File: src/pkg/dac_ctl_defs.vh
`ifndef DAC_CTL_DEFS_VH
`define DAC_CTL_DEFS_VH

// ----------------------------------------------------------------------------
// Register byte offsets
// ----------------------------------------------------------------------------
`define OFS_DAC_VALUE    8'h00
`define OFS_CONTROL      8'h04
`define OFS_CLEAR_CODE   8'h08
`define OFS_SW_CONTROL   8'h0C
`define OFS_STATUS       8'h10

// ----------------------------------------------------------------------------
// Control register fields
// ----------------------------------------------------------------------------
`define CTL_FB_COMP_BIT  1
`define CTL_TRI_BIT      2
`define CTL_CLAMP_BIT    3
`define CTL_CODING_BIT   4
`define CTL_RESET_VAL    5'h0C

// ----------------------------------------------------------------------------
// Software control fields
// ----------------------------------------------------------------------------
`define SW_LOAD_BIT      0
`define SW_CLEAR_BIT     1
`define SW_RESET_BIT     2

// ----------------------------------------------------------------------------
// Output states and bus answers
// ----------------------------------------------------------------------------
`define OUT_NORMAL       2'h0
`define OUT_TRISTATE     2'h1
`define OUT_CLAMPED      2'h2
`define RESP_OKAY        2'h0
`define RESP_SLVERR      2'h2

`endif

File: src/core/dac_output_state_control.v
`timescale 1ns/1ps
`include "dac_ctl_defs.vh"

module dac_output_state_control
#(
  parameter DATA_W = 18
)
(
  input  wire              i_clock,
  input  wire              i_rstn,
  input  wire              i_load_pin_n,
  input  wire              i_clear_pin_n,
  input  wire [7:0]        i_awaddr,
  input  wire              i_awvalid,
  output wire              o_awready,
  input  wire [31:0]       i_wdata,
  input  wire [3:0]        i_wstrb,
  input  wire              i_wvalid,
  output wire              o_wready,
  output reg  [1:0]        o_bresp,
  output reg               o_bvalid,
  input  wire              i_bready,
  input  wire [7:0]        i_araddr,
  input  wire              i_arvalid,
  output wire              o_arready,
  output reg  [31:0]       o_rdata,
  output reg  [1:0]        o_rresp,
  output reg               o_rvalid,
  input  wire              i_rready,
  output reg  [DATA_W-1:0] o_dac_code,
  output reg               o_offset_binary,
  output reg               o_fb_comp_sel,
  output reg  [1:0]        o_output_state,
  output reg               o_load_pulse
);

  // ----------------------------------------------------------------------------
  // Register state
  // ----------------------------------------------------------------------------
  reg  [DATA_W-1:0] pending_r;
  reg  [DATA_W-1:0] clear_code_r;
  reg  [4:0]        control_r;
  reg               aw_hold_r;
  reg               w_hold_r;
  reg  [7:0]        awaddr_r;
  reg  [31:0]       wdata_r;
  reg  [3:0]        wstrb_r;
  wire              do_write;
  wire              load_strobe;
  wire              clear_strobe;
  wire [1:0]        state_sel;
  wire [7:0]        wr_addr;
  wire [31:0]       wr_data;
  wire              wr_full;
  wire              sw_reset;

  assign wr_addr  = aw_hold_r ? awaddr_r : i_awaddr;
  assign wr_data  = w_hold_r ? wdata_r : i_wdata;
  assign wr_full  = w_hold_r ? (&wstrb_r) : (&i_wstrb);
  assign do_write = (aw_hold_r | i_awvalid) & (w_hold_r | i_wvalid) & ~o_bvalid;

  assign o_awready = ~aw_hold_r & ~o_bvalid;
  assign o_wready  = ~w_hold_r & ~o_bvalid;
  assign o_arready = ~o_rvalid;

  assign sw_reset = do_write & wr_full & (wr_addr == `OFS_SW_CONTROL)
                    & wr_data[`SW_RESET_BIT];

  // ----------------------------------------------------------------------------
  // Software strobe gating and output state decode
  // ----------------------------------------------------------------------------
  sw_strobe_gate u_gate
  (
    .i_write        (do_write & wr_full & (wr_addr == `OFS_SW_CONTROL)),
    .i_load_bit     (wr_data[`SW_LOAD_BIT]),
    .i_clear_bit    (wr_data[`SW_CLEAR_BIT]),
    .i_load_pin_n   (i_load_pin_n),
    .i_clear_pin_n  (i_clear_pin_n),
    .o_load_strobe  (load_strobe),
    .o_clear_strobe (clear_strobe)
  );

  output_state_select u_state
  (
    .i_tristate_sel (control_r[`CTL_TRI_BIT]),
    .i_clamp_sel    (control_r[`CTL_CLAMP_BIT]),
    .o_state        (state_sel)
  );

  // ----------------------------------------------------------------------------
  // Write channel holding
  // ----------------------------------------------------------------------------
  always @(posedge i_clock or negedge i_rstn)
  begin
    if (!i_rstn)
    begin
      aw_hold_r <= 1'b0;
      w_hold_r  <= 1'b0;
      awaddr_r  <= 8'h00;
      wdata_r   <= 32'h00000000;
      wstrb_r   <= 4'h0;
      o_bvalid  <= 1'b0;
      o_bresp   <= `RESP_OKAY;
    end
    else
    begin
      if (do_write)
      begin
        aw_hold_r <= 1'b0;
        w_hold_r  <= 1'b0;
        o_bvalid  <= 1'b1;
        if (wr_addr == `OFS_DAC_VALUE || wr_addr == `OFS_CONTROL ||
            wr_addr == `OFS_CLEAR_CODE || wr_addr == `OFS_SW_CONTROL)
          o_bresp <= `RESP_OKAY;
        else
          o_bresp <= `RESP_SLVERR;
      end
      else
      begin
        if (i_awvalid && o_awready)
        begin
          aw_hold_r <= 1'b1;
          awaddr_r  <= i_awaddr;
        end
        if (i_wvalid && o_wready)
        begin
          w_hold_r <= 1'b1;
          wdata_r  <= i_wdata;
          wstrb_r  <= i_wstrb;
        end
        if (o_bvalid && i_bready)
          o_bvalid <= 1'b0;
      end
    end
  end

  // ----------------------------------------------------------------------------
  // Device registers; software reset returns all to power-on values
  // ----------------------------------------------------------------------------
  always @(posedge i_clock or negedge i_rstn)
  begin
    if (!i_rstn)
    begin
      pending_r       <= {DATA_W{1'b0}};
      clear_code_r    <= {DATA_W{1'b0}};
      control_r       <= `CTL_RESET_VAL;
      o_dac_code      <= {DATA_W{1'b0}};
      o_load_pulse    <= 1'b0;
    end
    else if (sw_reset)
    begin
      pending_r       <= {DATA_W{1'b0}};
      clear_code_r    <= {DATA_W{1'b0}};
      control_r       <= `CTL_RESET_VAL;
      o_dac_code      <= {DATA_W{1'b0}};
      o_load_pulse    <= 1'b0;
    end
    else
    begin
      o_load_pulse <= load_strobe | clear_strobe;
      if (do_write && wr_full)
      begin
        if (wr_addr == `OFS_DAC_VALUE)
          pending_r <= wr_data[DATA_W-1:0];
        if (wr_addr == `OFS_CONTROL)
          control_r <= wr_data[4:0];
        if (wr_addr == `OFS_CLEAR_CODE)
          clear_code_r <= wr_data[DATA_W-1:0];
      end
      if (clear_strobe)
        o_dac_code <= clear_code_r;
      else if (load_strobe)
        o_dac_code <= pending_r;
    end
  end

  // ----------------------------------------------------------------------------
  // Outputs driven by the control register
  // ----------------------------------------------------------------------------
  always @(posedge i_clock or negedge i_rstn)
  begin
    if (!i_rstn)
    begin
      o_output_state  <= `OUT_CLAMPED;
      o_offset_binary <= 1'b0;
      o_fb_comp_sel   <= 1'b0;
    end
    else if (sw_reset)
    begin
      // Output returns to the clamped power-on state at the reset edge itself
      o_output_state  <= `OUT_CLAMPED;
      o_offset_binary <= 1'b0;
      o_fb_comp_sel   <= 1'b0;
    end
    else
    begin
      o_output_state  <= state_sel;
      o_offset_binary <= control_r[`CTL_CODING_BIT];
      o_fb_comp_sel   <= control_r[`CTL_FB_COMP_BIT];
    end
  end

  // ----------------------------------------------------------------------------
  // Read channel; software control reads as zero
  // ----------------------------------------------------------------------------
  always @(posedge i_clock or negedge i_rstn)
  begin
    if (!i_rstn)
    begin
      o_rvalid <= 1'b0;
      o_rdata  <= 32'h00000000;
      o_rresp  <= `RESP_OKAY;
    end
    else if (i_arvalid && o_arready)
    begin
      o_rvalid <= 1'b1;
      o_rresp  <= `RESP_OKAY;
      case (i_araddr)
        `OFS_DAC_VALUE:  o_rdata <= {{(32-DATA_W){1'b0}}, pending_r};
        `OFS_CONTROL:    o_rdata <= {27'h0000000, control_r};
        `OFS_CLEAR_CODE: o_rdata <= {{(32-DATA_W){1'b0}}, clear_code_r};
        `OFS_SW_CONTROL: o_rdata <= 32'h00000000;
        `OFS_STATUS:     o_rdata <= {{(30-DATA_W){1'b0}}, o_output_state, o_dac_code};
        default:
        begin
          o_rdata <= 32'h00000000;
          o_rresp <= `RESP_SLVERR;
        end
      endcase
    end
    else if (o_rvalid && i_rready)
      o_rvalid <= 1'b0;
  end

endmodule

File: src/core/output_state_select.v
`timescale 1ns/1ps
`include "dac_ctl_defs.vh"

module output_state_select
(
  input  wire       i_tristate_sel,
  input  wire       i_clamp_sel,
  output reg  [1:0] o_state
);

  always @*
  begin
    if (i_clamp_sel)
      o_state = `OUT_CLAMPED;
    else if (i_tristate_sel)
      o_state = `OUT_TRISTATE;
    else
      o_state = `OUT_NORMAL;
  end

endmodule

File: src/core/sw_strobe_gate.v
`timescale 1ns/1ps
`include "dac_ctl_defs.vh"

module sw_strobe_gate
(
  input  wire i_write,
  input  wire i_load_bit,
  input  wire i_clear_bit,
  input  wire i_load_pin_n,
  input  wire i_clear_pin_n,
  output wire o_load_strobe,
  output wire o_clear_strobe
);

  // ----------------------------------------------------------------------------
  // Bits set to 1 act as single pulses, gated by the opposite pin
  // ----------------------------------------------------------------------------
  assign o_load_strobe  = i_write & i_load_bit & i_clear_pin_n;
  assign o_clear_strobe = i_write & i_clear_bit & i_load_pin_n;

endmodule

File: config.mk
export PLATFORM = sky130hd
export DESIGN_NAME = dac_output_state_control
export DESIGN_NICKNAME = d
export VERILOG_FILES = /design/src/core/dac_output_state_control.v /design/src/core/output_state_select.v /design/src/core/sw_strobe_gate.v
export VERILOG_INCLUDE_DIRS = /design/src /design/src/pkg
export SDC_FILE = /design/constraint.sdc
export NUM_CORES = 1
export LEC_CHECK = 0
export ABC_AREA = 0
export BUFFER_PORTS_ARGS = -buffer_cell sky130_fd_sc_hd__buf_2
export CAP_MARGIN = 20
export CORE_UTILIZATION = 40
export CTS_BUF_LIST = sky130_fd_sc_hd__clkbuf_8
export DETAILED_ROUTE_END_ITERATION = 10
export GPL_ROUTABILITY_DRIVEN = 0
export HOLD_SLACK_MARGIN = 0.08
export PLACE_DENSITY = 0.74
export SLEW_MARGIN = 20
export SYNTH_ARGS = -nofsm -noshare
export SYNTH_HDL_FRONTEND = slang
export SYNTH_SLANG_ARGS = --single-unit
File: constraint.sdc
create_clock -name i_clock -period 2.05 [get_ports i_clock]
set_input_delay 0.205 -clock i_clock [delete_from_list [all_inputs] [get_ports i_clock]]
set_output_delay 0.205 -clock i_clock [all_outputs]
set_load 0.01 [all_outputs]
==> metrics, run 1 <==
status complete, but fails checks; violated checks setup timing; Post-Route Utilization 53.8%; crit-path max cell delay slightly below 0.4 ns; initial antenna violation count 0; reg2reg path depth 8; DR pass1 iterations 4; count of final max-slew check failures 0; Antenna Cells 0; Reg-to-Reg End clear_code_r[7]$_DFFE_PN0P_; final net count 712; crit path capture type flop; GRT overflow 0; Post-Syn Area 5750 um2; Hold Startpoint i_wvalid; Post-synth EDFFs 0; Iteration-0 DRC Markers about 190; Clock Latency Late Sink about 0.44 ns; Startpoint Class flop; CP delay by family, top simple AND/OR/NAND/NOR gates; post-layout min period 2.07 ns; I/O pin cnt 125; worst flop-to-flop path startpoint awaddr_r[5]$_DFFE_PN0P_; PortBufs 96; Slowest-stage cell, CP dfrtp_1; fin area about 7500 um2; WHS Endpoint w_hold_r$_DFFE_PN0P_; Synth Instances 491; clock buffer depth 2; ys async rst share 100%; Die ar. 14900 um2; main flop type after synthesis dfrtp_1; fraction of layout instances using a drive strength above 1 41.0%; post-synth top area share about half; setup TNS -0.0979 ns; Chip Height 122 um; commonest cells in the netlist dfrtp_1 (117), mux2_2 (79), nand2_1 (50), mux2i_1 (43), o21ai_0 (42); DP Wirelength ~9500 um; top post-synthesis cells by area dfrtp_1 (51%), mux2_2 (15%), mux2i_1 (7.5%); DP Area 6550 um2; count of warnings emitted by yosys 0; register-to-register setup slack -0.02 ns; worst hold path stage count 3; dominant cell type by area after synthesis dfrtp_1; Final Cycle Share 101%; CTS tree yes; Crit Path Class reg -> reg; maxcap violations 0; final hold vios 0; WP data required 2.36 ns; worst path bufs/invs 3; WL final 13600 um; Via density 5.16; PD cells approximately 930 nW/um2; CTS Buf Count 17; register area share after synthesis 52.3%; RSZ-0062 raised after global routing true; leak pwr 3.80 nW; CP arrival 2.38 ns; Num Clock Sinks 120; Worst Skew approximately 0.012 ns; core area around 14000 um2; CP Max Fanout 6; number of global-route vias before repair 4461; Routed Antenna Nets 0; worst-path cell chain nor4_2 -> a22oi_2 -> buf_4 -> nor4_4 -> buf_4 -> clkbuf_16 -> nor2_1 -> mux2_2; Routed wire per std cell 16.1 um; first-pass GRT wire length 21800 um; Yosys reg bits 120; syn avg cell area 11.7 um2; H-tree Lvls 4; num rows 43; setup ws final -0.0161 ns; largest net degree at the start of global routing between 40 and 50; pre-CTS setup slack -0.175 ns; root buffer cell clkbuf_8; via count around 4400; HP Class in -> reg; most frequent cell after synthesis dfrtp_1; Tot GR Track Use 19.0%; Horiz. Die Dim roughly 120 um; DRC viols 0; Peak Freq just under 0.5 GHz; Clock transition at path regs 0.06 ns; Peak VDD IR between 0.6 and 0.7 mV; Layout area overhead 30.5%; Yosys cell types 47; power consumption about 7 mW; final number of setup-violating endpoints 15; Worst path most repeated cell buf_4; Starting Density between 40% and 50%
## cell families after synthesis
group | share of synthesized area, %
buffers and inverters | 4.96
adder cells (fa/ha/maj) | 0.174
other | 0.0652
AO/OA/AOI/OAI | 8.44
multiplexers | 23.4
flip-flops | 52.3
AND/OR/NAND/NOR | 10.7
## sequential cells by signal, indices dropped and copies added (netlist names), 4 cells and up
register and flops:
o_rdata 20, clear_code_r 18, o_dac_code 18, pending_r 18, wdata_r 18, awaddr_r 8, control_r 5, wstrb_r 4
## cells in the final DEF, fill, tap and decap left out, types with 2 or more instances in the layout
| cell type | synthesis | layout |
|---|---|---|
| mux2_4 | 1 | 2 |
| o211ai_1 | 3 | 3 |
| buf_6 | 2 | 4 |
| nand3_1 | 3 | 3 |
| dfrtp_1 | 117 | 117 |
| nand3b_1 | 2 | 2 |
| inv_1 | 13 | 15 |
| nor2b_1 | 5 | 5 |
| or4_1 | 3 | 2 |
| dlygate4sd3_1 | 0 | 31 |
| a21oi_1 | 2 | 2 |
| nor3_4 | 1 | 3 |
| o21ai_1 | 3 | 4 |
| nor4_4 | 2 | 3 |
| bufinv_16 | 0 | 3 |
| dfstp_2 | 3 | 3 |
| nor4_2 | 1 | 2 |
| o21ai_0 | 42 | 41 |
| mux2_2 | 79 | 78 |
| clkinv_2 | 0 | 3 |
| nor2_1 | 26 | 25 |
| buf_4 | 16 | 31 |
| nor3_1 | 3 | 2 |
| or4_4 | 2 | 3 |
| buf_2 | 9 | 95 |
| or2_2 | 2 | 2 |
| nand4_1 | 3 | 3 |
| nand2_1 | 50 | 50 |
| buf_12 | 0 | 6 |
| a22oi_1 | 15 | 14 |
| clkbuf_8 | 0 | 23 |
| nand2b_1 | 4 | 4 |
| conb_1 | 1 | 14 |
| mux2i_1 | 43 | 43 |
| a222oi_1 | 4 | 4 |
## stage by stage
| step | hold slack, ns | cells |
|---|---|---|
| after floorplan | -0.0906 | 504 |
| after global placement | 0.185 | 766 |
| final | 0.119 | 844 |
| after CTS | 0.0896 | 838 |
| after detailed placement | 0.196 | 766 |
| after global routing | 0.135 | 844 |
## tightest hold or removal path, delay by kind of cell
| kind | cells | cell delay [ns] |
|---|---|---|
| buffers and inverters | 1 | 0.13 |
| AO/OA/AOI/OAI | 1 | 0.08 |
| AND/OR/NAND/NOR | 1 | 0.09 |
## report_power, final
group	leakage, nW	total [mW]	internal, mW	switching, mW
clock	0.230	2.27	1.38	0.891
combinational	1.99	1.78	0.911	0.865
sequential	1.58	2.95	2.73	0.220
total	3.80	7.00	5.03	1.98
## how the worst max path moves through the flow
stage                                       start                          end  slack (ns)  cells past startpoint
after floorplan              w_hold_r$_DFFE_PN0P_    pending_r[11]$_DFFE_PN0P_       0.006                      6
after global placement       w_hold_r$_DFFE_PN0P_    pending_r[15]$_DFFE_PN0P_       -0.12                      4
after detailed placement     w_hold_r$_DFFE_PN0P_    pending_r[12]$_DFFE_PN0P_       -0.18                      4
after CTS                    w_hold_r$_DFFE_PN0P_   o_dac_code[17]$_DFFE_PN0P_       0.002                      6
after global routing      awaddr_r[5]$_DFFE_PN0P_     pending_r[5]$_DFFE_PN0P_       -0.07                      7
final                     awaddr_r[5]$_DFFE_PN0P_  clear_code_r[7]$_DFFE_PN0P_       -0.02                      8
## repair_timing
action / CTS / global route
cloned: 1 / 1
hold buffers: 31 / 0
endpoints found under the setup margin: 33 / 59
gates resized for setup: 4 / 13
hold endpoints to repair: 63 / 0
setup buffers: 8 / 6
pin swaps: 3 / 8
## final cells by class
cell class                 count  area, um2
clock buffer                  23        317
clock inverter                 9        120
fill                        1207       6430
inverter                      13       48.8
multi-input combinational    331       2580
sequential                   120       3010
tap                          180        225
timing repair buffer         168       1210
## metal layers
metal | wire (um) | part of all wire [%] | track usage [%] | vias up
met2 | 6850 | 50 | 31.8 | 111
met4 | 172 | 1.3 | 8.18 | 0
met1 | 5920 | 44 | 23.5 | 2185
li1 | - | - | - | 2045
met5 | 0 | 0 | 0 | -
met3 | 625 | 4.6 | 4.35 | 14
Note: power is estimated with default switching activity, not from simulation.
==> inputs of run 2 (changes only) <==
- CORE_UTILIZATION: 40 -> 51
- PLACE_DENSITY: 0.74 -> 0.89
==> run 2 against run 1 <==
The run now ends clean; non-clock buffer count down 16; sequential power hardly changed; clock skew rose by 0.0039 ns; critical path depth fell by 2; sequential share of layout area grew 1.8 points; cell count fell by 6.6%; clock power fell by 24%; die area decreased by 21%; wire length down 0.64%; clock-buffer cell count is 5 lower; first-iteration DRC count increased by 70%.
==> metrics, run 2 (synthesis results as in run 1) <==
status completed; Routed wire per std cell 17.1 um; Die ar. 11700 um2; DRC viols 0; Max-slew headroom 58.9%; GRT overflow 0; Antenna Cells 0; Crit Path Class reg -> reg; fraction of layout instances using a drive strength above 1 39.0%; first-pass GRT wire length approximately 22000 um; fin area 7180 um2; WP data required 2.37 ns; power consumption 6.37 mW; Final Cycle Share 96.3%; final net count a little under 700; WHS ~0.11 ns; core area 10900 um2; DP Area 6480 um2; worst flop-to-flop path startpoint awaddr_r[0]$_DFFE_PN0P_; Peak Freq between 0.5 and 0.6 GHz; Iteration-0 DRC Markers 320; final hold vios 0; leak pwr 3.66 nW; PD cells 887 nW/um2; Tot GR Track Use 24.9%; Clock transition at path regs 0.07 ns; DP Wirelength ~9300 um; Peak VDD IR 0.675 mV; HP Class in -> reg; number of global-route vias before repair 4576; CP startpoint awaddr_r[0]$_DFFE_PN0P_; Via density 5.52; I/O pin cnt 125; most frequent cells in the layout dfrtp_1 (117), buf_2 (95), mux2_2 (78), nand2_1 (50), mux2i_1 (43); clock buffer depth 2; PortBufs 96; Layout area overhead 24.9%; Horiz. Die Dim between 100 and 150 um; pre-CTS setup slack -0.209 ns; CTS Buf Count 17; Reg with most FFs o_rdata; Hold Startpoint i_awaddr[3]; DR pass1 iterations 5; Reg-to-Reg End pending_r[10]$_DFFE_PN0P_; count of final max-slew check failures 0; via count 4350; CP arrival 2.30 ns; register-to-register setup slack roughly 0.075 ns; Worst Skew between 0.015 and 0.02 ns; Startpoint Class flop; Post-Route Utilization 65.7%; crit path capture type flop; maxcap violations 0; Critical Path Sink pending_r[10]$_DFFE_PN0P_; CTS tree yes; initial antenna violation count 0; CP Max Fanout 18; WL final 13500 um; final number of setup-violating endpoints 0; RSZ-0062 raised after global routing false; largest net degree at the start of global routing 50; max FFs per register 20; setup TNS 0 ns; Num Clock Sinks 120; root buffer cell clkbuf_8; reg2reg path depth 6; slew at the pin with the worst max-slew slack 0.616 ns; Starting Density 52.6%; commonest non-fill, non-tap cell in the layout dfrtp_1; num rows 38; setup ws final 0.0754 ns; Chip Height 108 um; Non-Filler Instances 788; Inst Count DP roughly 720; Routed Antenna Nets 0; H-tree Lvls 4; post-layout min period 1.97 ns; Clock Latency Late Sink 0.44 ns
==> run 2: changes by cell type in the layout (fill, tap and decap cells not counted), sizes merged, moves of 3 or more <==
cell / delta
buf: -14
inv: +3
clkinv: +4
bufinv: -3
clkbuf: -6
==> run 2: where the power goes <==
group	internal [mW]	switching (mW)
sequential	2.73	0.231
clock	0.828	0.894
combinational	0.849	0.834
==> run 2: worst min path at each step <==
stage | endpoint | depth (start not counted)
3_5_place_dp | o_rdata[11]$_DFFE_PN0P_ | 1
3_3_place_gp | o_rdata[13]$_DFFE_PN0P_ | 1
4_1_cts | awaddr_r[3]$_DFFE_PN0P_ | 2
2_1_floorplan | aw_hold_r$_DFFE_PN0P_ | 0
5_1_grt | awaddr_r[3]$_DFFE_PN0P_ | 2
6_report | awaddr_r[3]$_DFFE_PN0P_ | 2
==> run 2: layer usage <==
layer,up-vias,part of all wire [%],GRT usage (%)
met3,16,6.6,7.90
met1,2158,42,30.5
met2,154,50,41.0
li1,2022,-,-
met4,0,1.1,9.69
met5,-,0,0
==> run 2: critical path: stages (launching register included) <==
cell and delay, ns:
dfrtp_1 0.39, nor4_2 0.30, a22oi_2 0.18, nor3_2 0.33
o311ai_4 0.15, buf_12 0.19, mux2_1 0.31
==> run 2: repair_timing <==
action | 4_1_cts | 5_1_grt
endpoints found under the setup margin | 24 | 53
gates resized for setup | 2 | 10
endpoints found under the hold margin | 72 | 0
buffers inserted | 1 | 1
pin swaps | 1 | 2
hold buffers | 30 | 0
==> run 2: final cells by class <==
class,count,area [um2]
sequential,120,3010
timing repair buffer,152,1080
clock inverter,14,72.6
tap,140,175
inverter,13,48.8
clock buffer,18,248
multi-input combinational,331,2550
fill,802,3750
==> inputs of run 3 (changes only) <==
- CTS_BUF_LIST: sky130_fd_sc_hd__clkbuf_8 -> sky130_fd_sc_hd__clkbuf_4 sky130_fd_sc_hd__clkbuf_8
==> run 3 against run 2 <==
Clock power grew 6%; first-iteration DRC count shrank 2.2%; clock skew shrank 0.00068 ns; critical path depth is the same; combinational power is essentially flat.
==> metrics, run 3 (synthesis results as in run 1) <==
Comb power frac 26.0%; GRT overflow 0; setup ws final 0.0715 ns; Peak VDD IR 0.675 mV; first-pass GRT wire length about 22000 um; maxcap violations 0; Max-slew headroom between 50% and 60%; cell internal pwr between 4 and 5 mW; Slowest-stage cell, CP dfrtp_1; Reg with most FFs o_rdata; Clk pwr share about 28%; Starting Density 52.6%; largest net degree at the start of global routing 50; status completed; WHS 0.112 ns; Worst Skew 0.0149 ns; storage element area between 3000 and 4000 um2; Sw Share 30.3%; initial antenna violation count 0; CP arrival 2.30 ns; Non-Filler Instances 788; commonest non-fill, non-tap cell in the layout dfrtp_1; I/O pin cnt 125; worst-path cell chain nor4_2 -> a22oi_2 -> nor3_2 -> o311ai_4 -> buf_12 -> mux2_1; area occupied by multi-input gates 2550 um2; clock buffer depth 2; H-tree Lvls 4; Die ar. about 12000 um2; DR pass1 iterations 6; Startpoint Class flop; RSZ-0062 raised after global routing false; DRC viols 0; core area 10900 um2; Clock Latency Late Sink 0.44 ns; most frequent cells in the layout dfrtp_1 (117), buf_2 (95), mux2_2 (78), nand2_1 (50), mux2i_1 (43); Final Cycle Share between 90% and 100%; DP Wirelength 9320 um; Tot GR Track Use roughly 25%; fin area 7200 um2; HP Class in -> reg; final hold vios 0; worst path bufs/invs 1; Num Clock Sinks 120; Via density 5.57; crit path capture type flop; Net Switching about 2 mW; CP Max Fanout 18; WL final 13600 um; Iteration-0 DRC Markers 313; PD cells 897 nW/um2; pre-CTS setup slack -0.209 ns; number of global-route vias before repair 4544; WP data required ~2.4 ns; Crit Path Class reg -> reg; num rows 38; final net count 696; CP delay by family, top simple AND/OR/NAND/NOR gates; final number of setup-violating endpoints 0; Clock transition at path regs 0.07 ns; setup TNS 0 ns; max FFs per register 20; Routed Antenna Nets 0; Horiz. Die Dim roughly 110 um; CTS Buf Count 17; PortBufs 96; fraction of layout instances using a drive strength above 1 39.8%; sequential power share about 46%; Peak Freq just over 0.5 GHz; Layout area overhead 25.2%; via count between 4000 and 5000; CTS tree yes; slew at the pin with the worst max-slew slack 0.625 ns; Inst Count DP 724; count of final max-slew check failures 0; root buffer cell clkbuf_8; leak pwr 3.65 nW; Antenna Cells 0; Routed wire per std cell approximately 17 um; crit-path max cell delay just under 0.4 ns; Chip Height between 100 and 150 um; post-layout min period between 1.5 and 2 ns; fillcell total about 800; DP Area 6480 um2
## run 3: cell types whose count changed in the layout (fill, tap and decap cells not counted)
| cell | before | now |
|---|---|---|
| clkbuf_4 | 0 | 5 |
| inv_1 | 18 | 13 |
## run 3: repair_timing
action | 4_1_cts | 5_1_grt
pin swaps | 1 | 3
hold buffers | 30 | 0
setup endpoints to repair | 27 | 53
buffers inserted | 1 | 1
hold endpoints to repair | 72 | 0
resized for setup | 4 | 8
## run 3: per-stage QoR
| stage | util (%) | power, mW |
|---|---|---|
| 6_report | 65.8 | 6.46 |
| 5_1_grt | 65.8 | 6.83 |
| 4_1_cts | 65.5 | 6.45 |
| 3_5_place_dp | 59.3 | 4.57 |
| 3_3_place_gp | 59.3 | 4.45 |
| 2_1_floorplan | - | 4.06 |
## run 3: worst paths after layout
check	from	endpoint	slack (ns)	cells after the start
setup / recovery	awaddr_r[5]$_DFFE_PN0P_	pending_r[10]$_DFFE_PN0P_	0.07	6
hold / removal	i_awaddr[3]	awaddr_r[3]$_DFFE_PN0P_	0.11	2
setup reg to reg	awaddr_r[5]$_DFFE_PN0P_	pending_r[10]$_DFFE_PN0P_	0.07	6
hold reg to reg	o_rdata[4]$_DFFE_PN0P_	o_rdata[4]$_DFFE_PN0P_	0.46	2
max in group asynchronous	i_rstn	o_output_state[1]$_DFF_PN1_	1.01	3
min in group asynchronous	i_rstn	clear_code_r[17]$_DFFE_PN0P_	0.34	2
## run 3: power by group through the flow
stage          Sequential (mW)  Combinational, mW  Clock (mW)
2_1_floorplan             2.93               1.12           0
3_3_place_gp              2.94               1.51           0
3_5_place_dp              2.98               1.58           0
4_1_cts                   2.94               1.66        1.86
5_1_grt                   3.00               1.84        1.98
6_report                  2.96               1.68        1.82
## run 3: layout make-up
class                           instances  share of cell area [%]
Clock buffer                           23                    3.96
Multi-Input combinational cell        331                    35.5
Sequential cell                       120                    41.8
Inverter                               13                   0.678
Clock inverter                          9                   0.747
Tap cell                              140                    2.43
Timing Repair Buffer                  152                    15.0
## run 3: per-layer routing
metal	part of all wire, %	vias up	track usage (%)
li1	-	2022	-
met1	40	2151	30.9
met2	51	192	41.7
met3	7.6	23	7.66
met4	1.3	0	9.00
met5	0	-	0
